`src/pmc_cfg.svh`:
```
// Constants for the power mode controller: mode codes, widths, timing.
// Assumes inclusion by bare name from the package and design files.
`ifndef PMC_CFG_SVH
`define PMC_CFG_SVH

// Mode request and report codes (2 bits)
`define PMC_MODE_RUN    2'h0
`define PMC_MODE_IDLE   2'h1
`define PMC_MODE_SLEEP  2'h2
`define PMC_MODE_DEEP   2'h3

// Default counts
`define PMC_NUM_PERIPH  8
`define PMC_NUM_UNITS   4
`define PMC_DRAIN_CYC   4
`define PMC_UNIT_IDLE   16

`endif

```
`src/pmc_pkg.sv`:
```
// Types shared by the power mode controller files.
// Assumes pmc_cfg.svh is on the include path.
package pmc_pkg;
  `include "pmc_cfg.svh"

  // Software-visible mode code
  typedef logic [1:0] pmc_mode_t;

  // Power mode sequencer states
  typedef enum logic [2:0] {
    PMC_ST_RUN,
    PMC_ST_IDLE,
    PMC_ST_SUSPEND,
    PMC_ST_SLEEP,
    PMC_ST_STOPCLK,
    PMC_ST_DEEP
  } pmc_state_t;
endpackage

```
`src/pmc_unit_gate.sv`:
```
// Automatic clock gate request for one operating unit.
// Assumes busy comes from logic on core_clk; no crossing needed.
`include "pmc_cfg.svh"

module pmc_unit_gate #(
  parameter int IDLE_CYC = `PMC_UNIT_IDLE
) (
  // Clock, reset, enable
  input  wire logic core_clk,
  input  wire logic sys_rst,
  input  wire logic clk_en,
  // Unit activity and gate result
  input  wire logic unit_busy,
  output logic      unit_clk_on
);
  import pmc_pkg::*;

  localparam int CW = $clog2(IDLE_CYC + 1);

  // Whole state of the gate
  typedef struct packed {
    logic [CW-1:0] idle_cnt; // Idle cycles seen so far
    logic          on;       // Unit clock enabled
  } pmc_gate_t;

  pmc_gate_t st;      // Registered state
  pmc_gate_t next_st; // Next state

  // shut idle units automatically
  always_comb begin
    next_st = st;
    if (unit_busy) begin
      // Busy wakes the unit at once
      next_st.on       = 1'b1;
      next_st.idle_cnt = '0;
    end else if (st.idle_cnt == CW'(IDLE_CYC)) begin
      // Hysteresis avoids toggling on short gaps
      next_st.on = 1'b0;
    end else begin
      next_st.idle_cnt = st.idle_cnt + CW'(1);
    end
  end

  // State register; units start clocked
  always_ff @(posedge core_clk) begin
    if (sys_rst) begin
      st.idle_cnt <= '0;
      st.on       <= 1'b1;
    end else if (clk_en) begin
      st <= next_st;
    end
  end

  assign unit_clk_on = st.on | unit_busy;

  // Idle timeout turns the unit off
  a_gate_idle_off: assert property (@(posedge core_clk) disable iff (sys_rst)
    (clk_en && !unit_busy && st.idle_cnt == CW'(IDLE_CYC)) |=> !st.on)
    else $error("unit gate did not close after idle timeout");
endmodule

```
`src/pmc_ctrl.sv`:
```
// Power mode controller: run, idle, sleep and deep sleep sequencing.
// Assumes all inputs except nmi_pin and restart_pin are on core_clk;
// those two are pins and are synchronised here.
`include "pmc_cfg.svh"

// Operation
// Four modes, software selects one
// Run: all clocks as configured
// Idle: CPU clock off until wake
// Software idles only with no tasks; the controller takes any idle request made in run
// Memory stays reachable during idle
// Idle wakes: reset, watchdog, NMI, interrupt
// Sleep clocks only sleep-enabled peripherals
// Sleep asserts suspend to other peripherals
// Sleep wakes: peripheral irq, watchdog, NMI
// Orderly shutdown into sleep states
// Deep sleep: clock off, external restart
// Idle units gated off automatically
// Wake restores clocks, suspend, run mode
module pmc_ctrl #(
  parameter int NPER   = `PMC_NUM_PERIPH,
  parameter int NUNIT  = `PMC_NUM_UNITS,
  parameter int DRAIN  = `PMC_DRAIN_CYC
) (
  // Clock, reset, enable
  input  wire logic            core_clk,
  input  wire logic            sys_rst,
  input  wire logic            clk_en,
  // Software mode request
  input  wire logic            mode_req,
  input  wire pmc_pkg::pmc_mode_t mode_sel,
  output pmc_pkg::pmc_mode_t   mode_now,
  output logic                 mode_busy,
  // Wake sources
  input  wire logic            wdt_event,
  input  wire logic            nmi_pin,
  input  wire logic            irq_pending,
  input  wire logic [NPER-1:0] periph_irq,
  input  wire logic            restart_pin,
  // Peripheral side
  input  wire logic [NPER-1:0] sleep_en,
  input  wire logic [NPER-1:0] periph_quiet,
  output logic [NPER-1:0]      periph_clk_en,
  output logic [NPER-1:0]      periph_suspend,
  // Core and clock distribution
  output logic                 cpu_clk_en,
  output logic                 sys_clk_en,
  output logic                 mem_access_en,
  // Operating units
  input  wire logic [NUNIT-1:0] unit_busy,
  output logic [NUNIT-1:0]     unit_clk_en
);
  import pmc_pkg::*;

  localparam int DW = $clog2(DRAIN + 1);

  // Whole state of the controller
  typedef struct packed {
    pmc_state_t    fsm;      // power_mode_fsm state
    logic [DW-1:0] drain;    // Shutdown drain counter
    logic [1:0]    nmi_sync; // NMI pin synchroniser
    logic          nmi_prev; // Last synced NMI level
    logic [1:0]    rst_sync; // Restart pin synchroniser
    pmc_mode_t     mode;     // Reported mode
    logic          cpu_on;   // CPU clock enable
    logic          sys_on;   // System clock enable
    logic [NPER-1:0] susp;   // Suspend per peripheral
  } pmc_ctrl_st_t;

  pmc_ctrl_st_t st;      // Registered state
  pmc_ctrl_st_t next_st; // Next state

  logic nmi_fall;   // Falling edge of synced NMI
  logic restart;    // Synced restart level
  logic wake_idle;  // Idle wake condition
  logic wake_sleep; // Sleep wake condition
  logic all_quiet;  // Suspended peripherals idle

  // Wake decode shared by idle and sleep
  function automatic logic wake_any(input logic wdt, input logic nmi, input logic irq);
    wake_any = wdt | nmi | irq;
  endfunction

  // NMI second stage feeds edge logic; restart second stage is used as a level
  assign nmi_fall  = st.nmi_prev & ~st.nmi_sync[1];
  assign restart   = st.rst_sync[1];
  // idle wake sources
  assign wake_idle = wake_any(wdt_event, nmi_fall, irq_pending);
  // sleep wake sources, operating peripherals only
  assign wake_sleep = wake_any(wdt_event, nmi_fall, |(periph_irq & sleep_en));
  assign all_quiet  = &(periph_quiet | sleep_en);

  // Next-state logic of power_mode_fsm
  always_comb begin
    next_st          = st;
    next_st.nmi_sync = {st.nmi_sync[0], nmi_pin};
    next_st.nmi_prev = st.nmi_sync[1];
    next_st.rst_sync = {st.rst_sync[0], restart_pin};
    case (st.fsm)
      PMC_ST_RUN: begin
        // everything on in run
        next_st.cpu_on = 1'b1;
        next_st.sys_on = 1'b1;
        next_st.susp   = '0;
        next_st.mode   = `PMC_MODE_RUN;
        // software selects the mode
        if (mode_req) begin
          case (mode_sel)
            `PMC_MODE_IDLE: begin
              // stop only the CPU clock
              next_st.fsm    = PMC_ST_IDLE;
              next_st.cpu_on = 1'b0;
              next_st.mode   = `PMC_MODE_IDLE;
            end
            `PMC_MODE_SLEEP, `PMC_MODE_DEEP: begin
              // suspend first, then drain
              next_st.fsm   = PMC_ST_SUSPEND;
              next_st.susp  = ~sleep_en;
              next_st.drain = '0;
              next_st.mode  = mode_sel;
            end
            default: begin
              // Run request while in run: no change
              next_st.fsm = PMC_ST_RUN;
            end
          endcase
        end
      end
      PMC_ST_IDLE: begin
        // wake back to run
        if (wake_idle) begin
          next_st.fsm    = PMC_ST_RUN;
          next_st.cpu_on = 1'b1;
          next_st.mode   = `PMC_MODE_RUN;
        end
      end
      PMC_ST_SUSPEND: begin
        // wait for quiet peripherals and drain time
        if (wake_sleep) begin
          next_st.fsm    = PMC_ST_RUN;
          next_st.susp   = '0;
          next_st.mode   = `PMC_MODE_RUN;
        end else if (all_quiet && st.drain >= DW'(DRAIN)) begin
          next_st.cpu_on = 1'b0;
          next_st.fsm    = (st.mode == `PMC_MODE_DEEP) ? PMC_ST_STOPCLK : PMC_ST_SLEEP;
        end else if (st.drain < DW'(DRAIN)) begin
          next_st.drain = st.drain + DW'(1);
        end
      end
      PMC_ST_SLEEP: begin
        // wake from sleep
        if (wake_sleep) begin
          next_st.fsm    = PMC_ST_RUN;
          next_st.cpu_on = 1'b1;
          next_st.susp   = '0;
          next_st.mode   = `PMC_MODE_RUN;
        end
      end
      PMC_ST_STOPCLK: begin
        // last step: stop system clock
        next_st.sys_on = 1'b0;
        next_st.susp   = '1;
        next_st.fsm    = PMC_ST_DEEP;
      end
      PMC_ST_DEEP: begin
        // only the external restart wakes
        if (restart) begin
          next_st.fsm    = PMC_ST_RUN;
          next_st.sys_on = 1'b1;
          next_st.cpu_on = 1'b1;
          next_st.susp   = '0;
          next_st.mode   = `PMC_MODE_RUN;
        end
      end
      default: begin
        // Unknown state recovers to run
        next_st.fsm = PMC_ST_RUN;
      end
    endcase
  end

  // State register; reset is itself a wake into run
  always_ff @(posedge core_clk) begin
    if (sys_rst) begin
      st.fsm      <= PMC_ST_RUN;
      st.drain    <= '0;
      st.nmi_sync <= 2'h3;
      st.nmi_prev <= 1'b1;
      st.rst_sync <= 2'h0;
      st.mode     <= `PMC_MODE_RUN;
      st.cpu_on   <= 1'b1;
      st.sys_on   <= 1'b1;
      st.susp     <= '0;
    end else if (clk_en) begin
      st <= next_st;
    end
  end

  // Outputs from state
  assign mode_now       = st.mode;
  assign mode_busy      = (st.fsm == PMC_ST_SUSPEND) || (st.fsm == PMC_ST_STOPCLK);
  assign cpu_clk_en     = st.cpu_on;
  assign sys_clk_en     = st.sys_on;
  // memory reachable unless system clock stopped
  assign mem_access_en  = st.sys_on;
  // suspend the non-sleep peripherals
  assign periph_suspend = st.susp;
  // clocks follow suspend and system clock
  assign periph_clk_en  = {NPER{st.sys_on}} & ~st.susp;

  // one automatic gate per unit
  genvar gi;
  generate
    for (gi = 0; gi < NUNIT; gi++) begin : g_unit
      logic gate_on;
      pmc_unit_gate u_gate (
        .core_clk    (core_clk),
        .sys_rst     (sys_rst),
        .clk_en      (clk_en),
        .unit_busy   (unit_busy[gi]),
        .unit_clk_on (gate_on)
      );
      assign unit_clk_en[gi] = gate_on & st.sys_on;
    end
  endgenerate

  a_idle_cpu_off: assert property (@(posedge core_clk) disable iff (sys_rst)
    (st.fsm == PMC_ST_IDLE) |-> (!cpu_clk_en && sys_clk_en && periph_suspend == '0))
    else $error("idle mode clocks wrong");
  a_idle_wake_run: assert property (@(posedge core_clk) disable iff (sys_rst)
    (clk_en && st.fsm == PMC_ST_IDLE && wake_idle) |=> (mode_now == `PMC_MODE_RUN && cpu_clk_en))
    else $error("idle wake missed");
  a_sleep_suspend: assert property (@(posedge core_clk) disable iff (sys_rst)
    (st.fsm == PMC_ST_SLEEP) |-> (periph_suspend == ~sleep_en && periph_clk_en == sleep_en))
    else $error("sleep suspend wrong");
  a_sleep_wake_run: assert property (@(posedge core_clk) disable iff (sys_rst)
    (clk_en && st.fsm == PMC_ST_SLEEP && wake_sleep) |=> (st.fsm == PMC_ST_RUN && periph_suspend == '0))
    else $error("sleep wake missed");
  a_orderly_entry: assert property (@(posedge core_clk) disable iff (sys_rst)
    (st.fsm == PMC_ST_RUN) |=> (st.fsm != PMC_ST_SLEEP && st.fsm != PMC_ST_DEEP))
    else $error("abrupt entry into sleep");
  a_deep_clk_off: assert property (@(posedge core_clk) disable iff (sys_rst)
    (st.fsm == PMC_ST_DEEP && !restart) |-> (!sys_clk_en && unit_clk_en == '0))
    else $error("deep sleep clock running");
  a_run_all_on: assert property (@(posedge core_clk) disable iff (sys_rst)
    (st.fsm == PMC_ST_RUN) |-> (cpu_clk_en && sys_clk_en && periph_suspend == '0))
    else $error("run mode clocks wrong");
  a_mode_select: assert property (@(posedge core_clk) disable iff (sys_rst)
    (clk_en && st.fsm == PMC_ST_RUN && mode_req && mode_sel == `PMC_MODE_IDLE) |=> (st.fsm == PMC_ST_IDLE))
    else $error("idle request ignored");
  a_mem_in_idle: assert property (@(posedge core_clk) disable iff (sys_rst)
    (st.fsm == PMC_ST_IDLE) |-> mem_access_en)
    else $error("memory blocked in idle");
  a_wake_restore: assert property (@(posedge core_clk) disable iff (sys_rst)
    (clk_en && st.fsm == PMC_ST_DEEP && restart) |=> (sys_clk_en && cpu_clk_en && mode_now == `PMC_MODE_RUN))
    else $error("restart did not restore run");
endmodule

```
`config.mk`:
```
export PLATFORM = sky130hd
export DESIGN_NAME = pmc_ctrl
export DESIGN_NICKNAME = d
export VERILOG_FILES = /design/src/pmc_pkg.sv /design/src/pmc_unit_gate.sv /design/src/pmc_ctrl.sv
export VERILOG_INCLUDE_DIRS = /design/src
export SDC_FILE = /design/constraint.sdc
export NUM_CORES = 1
export LEC_CHECK = 0
export BUFFER_PORTS_ARGS = -buffer_cell sky130_fd_sc_hd__buf_2
export CORE_MARGIN = 2
export CORE_UTILIZATION = 35
export DETAILED_ROUTE_END_ITERATION = 7
export PLACE_DENSITY_LB_ADDON = 0.05
export SKIP_LAST_GASP = 1
export SLEW_MARGIN = 5
export SYNTH_ARGS = -nofsm -noshare
export SYNTH_HDL_FRONTEND = slang
export SYNTH_SLANG_ARGS = --single-unit
```
`constraint.sdc`:
```
create_clock -name core_clk -period 4.3 [get_ports core_clk]
set_input_delay 0.43 -clock core_clk [delete_from_list [all_inputs] [get_ports core_clk]]
set_output_delay 0.43 -clock core_clk [all_outputs]
set_load 0.02 [all_outputs]
```
Word-level counts from Yosys, hierarchy flattened. Index checks and enable logic that the tools add are counted.

Flip-flop bits (word level): 47. Bits of input ports: 38. Output and inout port bits: 26. Logic and storage cells: 141.

$add $sub $neg: 5. Order comparisons: 2. Eq/ne operators: 29. Multiplexer cells: 41. Bitwise gates (word level): 18. Reduce and logical (&&, ||, !) cells: 29.

Operator list (number): $mux 3 (13); $pmux 8 s4 (1); $mux 6 (5); $ne 2x2->1 const B (13); $mux 8 (3); $add 5x1->5 const B (4); $eq 5x5->1 const B (4); $mux 5 (4); $pmux 3 s6 (1); $and 8x8->8 (2); $not 8->8 (2); $reduce_and 2->1 (8); $pmux 3 s5 (1); $reduce_and 7->1 (2); $mux 12 (1); $reduce_and 6->1 (2); $reduce_bool 2->1 (5); $or 8x8->8 (1); $pmux 2 s2 (2); $reduce_and 8->1 (1); $reduce_or 8->1 (1); $mux 1 (7); $or 1x1->1 (7); $eq 2x2->1 const B (3); other kinds (23) (31).

Logic depth before layout (Yosys ltp). Gate-level depths: netlist of run 1.

Depth after elaboration: 6. Gate-level depth with buffers: 7. Depth with buffers taken out: 7.

Hierarchy. Synthesis of run 1 repeated with hierarchy kept, for this count alone.

Cells, all modules: 346. Area, all modules: 2992.9 um^2.

By module, submodules not included: pmc_ctrl (times used 1, cells an instance 186, area an instance 1536.5 um^2, seq. area each 460.4 um^2); pmc_unit_gate (times used 4, cells an instance 40, area an instance 364.1 um^2, seq. area each 120.1 um^2).

Worst setup path before layout of run 1. Ideal clock, no wire load.

Kind: in2reg. Start point: input sleep_en[0]. End point: register st (netlist bit cpu_clk_en). Library setup time: 123 ps. Arrival: 1770 ps. Required time: 4177 ps. Slack: 2406 ps. Stages on the path: 5. Path buffers: 0. Cell sequence: a22o_1 > or4_4 > o21ai_1 > a41oi_1 > mux2_1.

Cells in the longest elaborated chain, start to end: 5. Elaborated cells on any way between the ends: 10. Those cells by class: eq/ne: 3; bitwise: 3; reduce/logical: 4.

RTL lines: from (decl) (RTL line pmc_ctrl.sv:41) `input wire logic [NPER-1:0] sleep_en,`; $and 8x8->8 / $or 8x8->8 (equally long branches) (RTL line pmc_ctrl.sv:90, pmc_ctrl.sv:91); $reduce_or 8->1 / $reduce_and 8->1 (equally long branches) (RTL line pmc_ctrl.sv:90, pmc_ctrl.sv:91); $or 1x1->1 / $logic_and 1x1->1 (equally long branches) (RTL line pmc_ctrl.sv:81, pmc_ctrl.sv:143); $ne 2x2->1 (no source line); $reduce_and 7->1 (no source line) *; to (signal assigned) (RTL line pmc_ctrl.sv:195) `st <= next_st;`; to (decl) (RTL line pmc_ctrl.sv:70) `pmc_ctrl_st_t st;`.

Mark *: on every way between the ends. The rest lies on a longest branch, timed or not. A chain may end at the register's enable or synchronous reset.

Worst setup path after layout of run 1.
Start point: register st[22] (netlist name). End point: register st (netlist bit periph_suspend[5]).

Cells in the longest elaborated chain, start to end: 4. Elaborated cells on any way between the ends: 11. Those cells by class: eq/ne: 6; mux: 1; reduce/logical: 4.

RTL lines: $eq 3x2->1 (RTL line pmc_ctrl.sv:99) `case (st.fsm)`; $reduce_or 2->1 (no source line); $ne 2x1->1 (no source line) / $reduce_bool 4->1 (equally long branches); $reduce_and 4->1 (no source line).

Parallel ways exist; a longest one is shown, timed or not.

==> flow_summary.toml, run 1 <==
[global_routing]
grt_overflow = 0
grt_pass1_vias = 2265
grt_pass1_wl_um = 10700
grt_usage = 0.154
grt_max_degree = 31
antenna_found_initial = 0

[synth]
synth_fa_ha_area_frac = 0.0408
ys.flop_type = "dfxtp_1"
syn_inst = 340
postSynth.asyncResetShare = 0
synth_top_family_by_area = "simple AND/OR/NAND/NOR gates"
synth-seq-area-share = 0.341
synth_top_area_frac = 0.341
synth_commonest_cells = "dfxtp_1 (47), nand2_1 (43), nor2_1 (32)"
syn-cell-area_mm2 = 0.00276
synth_xor_area_frac = 0.0286
yosysUniqueCellTypes = 59
synth_most_common_cell = "dfxtp_1"
synth.area.top_cells = "dfxtp_1 (34%), nand2_1 (5.8%), mux2i_1 (5.1%), nor2_1 (4.4%), a21oi_1 (4.2%)"
synth_compound_area_frac = 0.177
yosys.area.top_type = "dfxtp_1"
synthSimpleGateAreaFrac = 0.271
synth_seq_cells = 47
synth_edf_count = 0
synth-warning-count = 0
synth_nets = 387
syn_area_per_cell_um2 = 8.12
muxShareOfSynthArea = 0.0549

[job]
max_cap_viol_count = 0

[clocking]
cts_tree = "built"
clk_path_buf_depth = 2
clkLatencyLatePin_ns = 0.31
cts_setup_buffers = 0
hold_buffers = 0
htree_levels = 2
clkSlewWorstSetupHoldPaths_ns = 0.10
clock-root-buffer = "clkbuf_8"
tritoncts.num_buffers = 5
post_cts_resized = 0
cts_sinks = 47

[pwr]
p_per_area_mw_per_mm2 = 294
irDropWorstVdd_mv = 0.137
power.leakage_nw = 1.26
pwr-share-clk = 0.366
seqPwrFrac = 0.495
p_int_w = 0.000672
finalPower_w = 0.000921
comb_power_share = 0.139
switching_share = 0.270
switchingPower_w = 0.000249

[cells_and_area]
fill_cells = 836
drive_gt1_frac = 0.212
final_area_mm2 = 0.00314
area_delta_synth_final_pct = 13.7
nNetsFinal = 432
diodes = 0

[placement]
place.gp.congestion = 0.789
port_buffers = 63
hpwl_um = 4780
place_area_mm2 = 0.00302

[route]
postRouteAntennaNets = 0
vias = 2501
drt_wl_total_um = 6560
dr.pass1.iters = 4
avgViaCountPerCell = 5.13
post-route-drc-count = 0
drtIter0Drc = 64
wl_per_cell_um = 13.4

[timing]
fin_tns_setup_ns = 0
fin_skew_ns = 0.0109
timing.final.crit_period_ns = 2.32
setup_viol = 0
slew_violations = 0
fin_hold_ws_ns = 0.343
post-route-period-util = 0.540
tightest_slew_ns = 1.01
slew_headroom = 0.322
rsz0062_at_grt = "false"
max_freq_ghz = 0.430
finalHoldViolCount = 0

[critical_path]
cp.buffers_inverters = 1
worst_path_max_delay_cell = "o31ai_1"
path_cells = "inv_1, o31ai_1, o21bai_1, mux2i_1"
critPathKind = "flip-flop to flip-flop"
crit_family = "compound AO/OA/AOI/OAI gates"
required_ns = 4.53
cp-start-kind = "flip-flop"
crit_fanout = 13
endpoint_kind = "flip-flop"
arrival_ns = 2.55
critPathMaxStageDelay_ns = 0.66

[floorplanning]
core_mm2 = 0.00769
die_w_um = 92.8
pin_count = 64
initial_core_util = 0.359
dieArea_mm2 = 0.00861
die_h_um = 92.8
num_rows = 32

[hold_path]
holdCritPathClass = "input port to flip-flop"

[run_status]
status = "finished clean"
-- cells in the final DEF, fill, tap and decap left out, types with 5 or more instances in the layout --
master and n:
buf_2 63, dfxtp_1 47, nor2b_1 12, a21oi_1 23, mux2i_1 14, nand3_1 10, nor2_1 32, inv_1 14
o21ai_0 22, clkbuf_8 5, ha_1 9, nand4_1 11, nand2_1 43, xor2_1 8
-- through the flow --
step	worst slack [ns]	utilization	instances
3_5_place_dp	1.87	0.393	480
4_1_cts	2.00	0.408	488
6_report	1.98	0.408	488
5_1_grt	1.81	0.408	488
3_3_place_gp	1.91	0.393	480
2_1_floorplan	2.41	-	340
-- path summary, 6_finish.rpt --
check                           startpoint           endpoint  slack, ns  cells past startpoint
worst min-delay path               nmi_pin        next_st[16]       0.34                      3
worst min register to register      st[14]             st[14]       0.47                      2
worst max register to register      st[22]  periph_suspend[5]       1.98                      4
worst max-delay path                st[22]  periph_suspend[5]       1.98                      4
-- cell type report --
| class | count | area (µm²) | area share |
|---|---|---|---|
| Clock buffer | 5 | 68.8 | 0.0219 |
| Clock inverter | 3 | 46.3 | 0.0148 |
| Inverter | 14 | 52.6 | 0.0167 |
| Multi-Input combinational cell | 253 | 1580 | 0.503 |
| Sequential cell | 47 | 941 | 0.300 |
| Tap cell | 102 | 128 | 0.0407 |
| Timing Repair Buffer | 64 | 323 | 0.103 |
-- state kept, by name, indices dropped and copies added (netlist names) --
| signal | cells |
|---|---|
| cpu_clk_en | 1 |
| g_unit.u_gate.st | 24 |
| mem_access_en | 1 |
| mode_now | 2 |
| next_st | 3 |
| periph_suspend | 8 |
| restart | 1 |
| st | 7 |
-- worst min-delay path, stage by stage --
cell and delay [ns]:
buf_2 0.08, mux2i_1 0.06, nand2_1 0.06
-- power by group through the flow --
stage	combinational [W]	sequential (W)	clock [W]
global route	0.000143	0.000458	0.000371
CTS	0.000130	0.000456	0.000353
floorplan	0.0000937	0.000462	0
finish	0.000129	0.000456	0.000337
detailed placement	0.000129	0.000466	0
global placement	0.000129	0.000466	0
-- layer usage --
metal	vias to the layer above	routed length (µm)	global-route usage
li1	1281	-	-
met1	1160	3260	0.204
met2	51	2950	0.252
met3	9	257	0.0269
met4	0	92	0.0515
met5	-	0	0
-- cells by family after synthesis --
kind of cell / Yosys count
fa+ha+maj: 9
mux: 15
simple gates: 141
xor+xnor: 9
compound gates: 79
flops: 47
buf+inv: 40
Note: power is estimated with default switching activity, not from simulation.
==> run 2, diff against run 1 <==
--- a/config.mk
+++ b/config.mk
@@ -6,6 +6,7 @@
 export SDC_FILE = /design/constraint.sdc
 export NUM_CORES = 1
 export LEC_CHECK = 0
+export ABC_AREA = 1
 export BUFFER_PORTS_ARGS = -buffer_cell sky130_fd_sc_hd__buf_2
 export CORE_MARGIN = 2
 export CORE_UTILIZATION = 35
==> constraint.sdc (replaced) <==
create_clock -name core_clk -period 2.2 [get_ports core_clk]
set_input_delay 0.22 -clock core_clk [delete_from_list [all_inputs] [get_ports core_clk]]
set_output_delay 0.22 -clock core_clk [all_outputs]
set_load 0.02 [all_outputs]
==> run 2 against run 1 <==
Maximum frequency up 26%. Sequential cell count did not move. Clock power up 53%. Utilization rose by 0.25 points. Setup slack worse by 1.6 ns. Global-route usage grew 0.88 points. Clock skew is 0.0022 ns higher. Final cell count grew 19%. Largest cell class unchanged. Highest routed layer unchanged.
==> flow_summary.toml, run 2 <==
[timing]
setup_viol = 0
slew_violations = 0
finalHoldViolCount = 0
fin_tns_setup_ns = 0
slew_headroom = 0.686
max_freq_ghz = 0.542
fin_skew_ns = 0.0131
tightest_slew_ns = 0.470
fin_hold_ws_ns = 0.157
post-route-period-util = 0.838
rsz0062_at_grt = "false"
timing.final.crit_period_ns = 1.84

[cells_and_area]
area_delta_synth_final_pct = 14.7
layout_commonest_cell = "nand2_1"
multi_input_area_mm2 = 0.00141
top_register = "g_unit.u_gate.st"
fill_cells = 850
largest_reg_flops = 24
final-seq-area_um2 = 941
drive_gt1_frac = 0.176
nNetsFinal = 524
final_cell_mix = "nand2_1 (103), inv_1 (63), buf_2 (63)"
finish.cell_count_without_fillers = 579
diodes = 0

[route]
postRouteAntennaNets = 0
wl_per_cell_um = 11.4
vias = 2724
dr.pass1.iters = 5
drtIter0Drc = 125
post-route-drc-count = 0
drt_wl_total_um = 6610
avgViaCountPerCell = 4.70

[clocking]
clock-root-buffer = "clkbuf_8"
hold_buffers = 0
cts_sinks = 47
clk_path_buf_depth = 2
post_cts_resized = 0
clkLatencyLatePin_ns = 0.30
htree_levels = 2
cts_setup_buffers = 0
clkSlewWorstSetupHoldPaths_ns = 0.10
tritoncts.num_buffers = 5
cts_tree = "built"

[floorplanning]
die_w_um = 92.4
core_mm2 = 0.00765
dieArea_mm2 = 0.00855
num_rows = 32
die_h_um = 92.4
initial_core_util = 0.358
pin_count = 64

[synth]
synth_most_common_cell = "nand2_1"
synth.area.top_cells = "dfxtp_1 (34%), nand2_1 (14%), inv_1 (8.6%), nor2_1 (8.0%), nand3_1 (5.1%)"
synth_edf_count = 0
synth_top_area_frac = 0.344
syn-cell-area_mm2 = 0.00274
syn_inst = 426
synth_seq_cells = 47
ys.flop_type = "dfxtp_1"
synth-seq-area-share = 0.344
yosys.area.top_type = "dfxtp_1"
postSynth.asyncResetShare = 0
yosysUniqueCellTypes = 27
synth_nets = 473
synth_commonest_cells = "nand2_1 (103), inv_1 (63), nor2_1 (58)"
synth-warning-count = 0
syn_area_per_cell_um2 = 6.43

[critical_path]
endpoint_kind = "flip-flop"
worst_path_max_delay_cell = "dfxtp_1"
path_cells = "nor2_1, nand2_1, nand4_1, o31ai_1, nor2_1, nor2_1"
crit_family = "simple AND/OR/NAND/NOR gates"
cp-start-kind = "flip-flop"
cp_common_cell = "nor2_1"
critPathMaxStageDelay_ns = 0.45
required_ns = 2.44
arrival_ns = 2.08
crit_fanout = 12
critPathKind = "flip-flop to flip-flop"
cp.buffers_inverters = 0

[global_routing]
antenna_found_initial = 0
grt_pass1_vias = 2538
grt_max_degree = 17
grt_usage = 0.163
grt_pass1_wl_um = 11400
grt_overflow = 0

[hold_path]
holdCritPathClass = "input port to flip-flop"

[placement]
dp_cells = 572
port_buffers = 63
place.gp.congestion = 0.855
hpwl_um = 5180

[pwr]
p_per_area_mw_per_mm2 = 556
irDropWorstVdd_mv = 0.287
power.leakage_nw = 1.53
finalPower_w = 0.00175

[job]
max_cap_viol_count = 0

[run_status]
status = "finished clean"
==> run 2: worst reg2reg max path: cells and delay by family (launching register included) <==
family / cells / cell delay (ns)
flip-flops: 1 / 0.45
AO/OA/AOI/OAI: 1 / 0.37
AND/OR/NAND/NOR: 5 / 0.96
==> run 2: worst paths after layout <==
| kind | end | cells after the start | startpoint | slack (ns) |
|---|---|---|---|---|
| setup / recovery | periph_suspend[3] | 6 | st[20] | 0.36 |
| hold / removal | next_st[13] | 3 | restart_pin | 0.16 |
| setup reg to reg | periph_suspend[3] | 6 | st[20] | 0.36 |
| hold reg to reg | g_unit[0].u_gate.st[0] | 2 | g_unit[0].u_gate.st[0] | 0.46 |
==> run 2: cell type report <==
| class | count | area share |
|---|---|---|
| clock inverters | 2 | 0.00438 |
| repair buffers | 64 | 0.103 |
| clock buffers | 5 | 0.0219 |
| well taps | 102 | 0.0406 |
| multi-input cells | 291 | 0.449 |
| flip-flops and latches | 47 | 0.300 |
| inverters | 68 | 0.0813 |
==> run 2: per-stage QoR <==
step                worst slack, ns  utilization  area, µm²
floorplan                     0.843            -       2740
global placement              0.520        0.400       3060
detailed placement            0.411        0.400       3060
CTS                           0.378        0.411       3140
global route                 0.0711        0.411       3140
finish                        0.357        0.411       3140
==> run 2: logic make-up after synthesis <==
logic type / Yosys count / share of synthesized area
buf+inv: 88 / 0.141
compound gates: 62 / 0.126
xor+xnor: 3 / 0.00960
simple gates: 217 / 0.339
flops: 47 / 0.344
fa+ha+maj: 9 / 0.0411
==> run 2: where the power goes <==
group          total [W]  internal (W)  switching, W  leakage (nW)
sequential      0.000909      0.000884     0.0000255         0.384
combinational   0.000322      0.000114      0.000208          1.11
clock           0.000514      0.000218      0.000296        0.0440
==> run 2: layer usage <==
layer / part of all wire / vias up / wire, µm / track usage
li1: - / 1447 / - / -
met1: 0.51 / 1213 / 3370 / 0.227
met2: 0.44 / 59 / 2920 / 0.260
met3: 0.041 / 5 / 272 / 0.0334
met4: 0.0080 / 0 / 53 / 0.0336
met5: 0 / - / 0 / 0
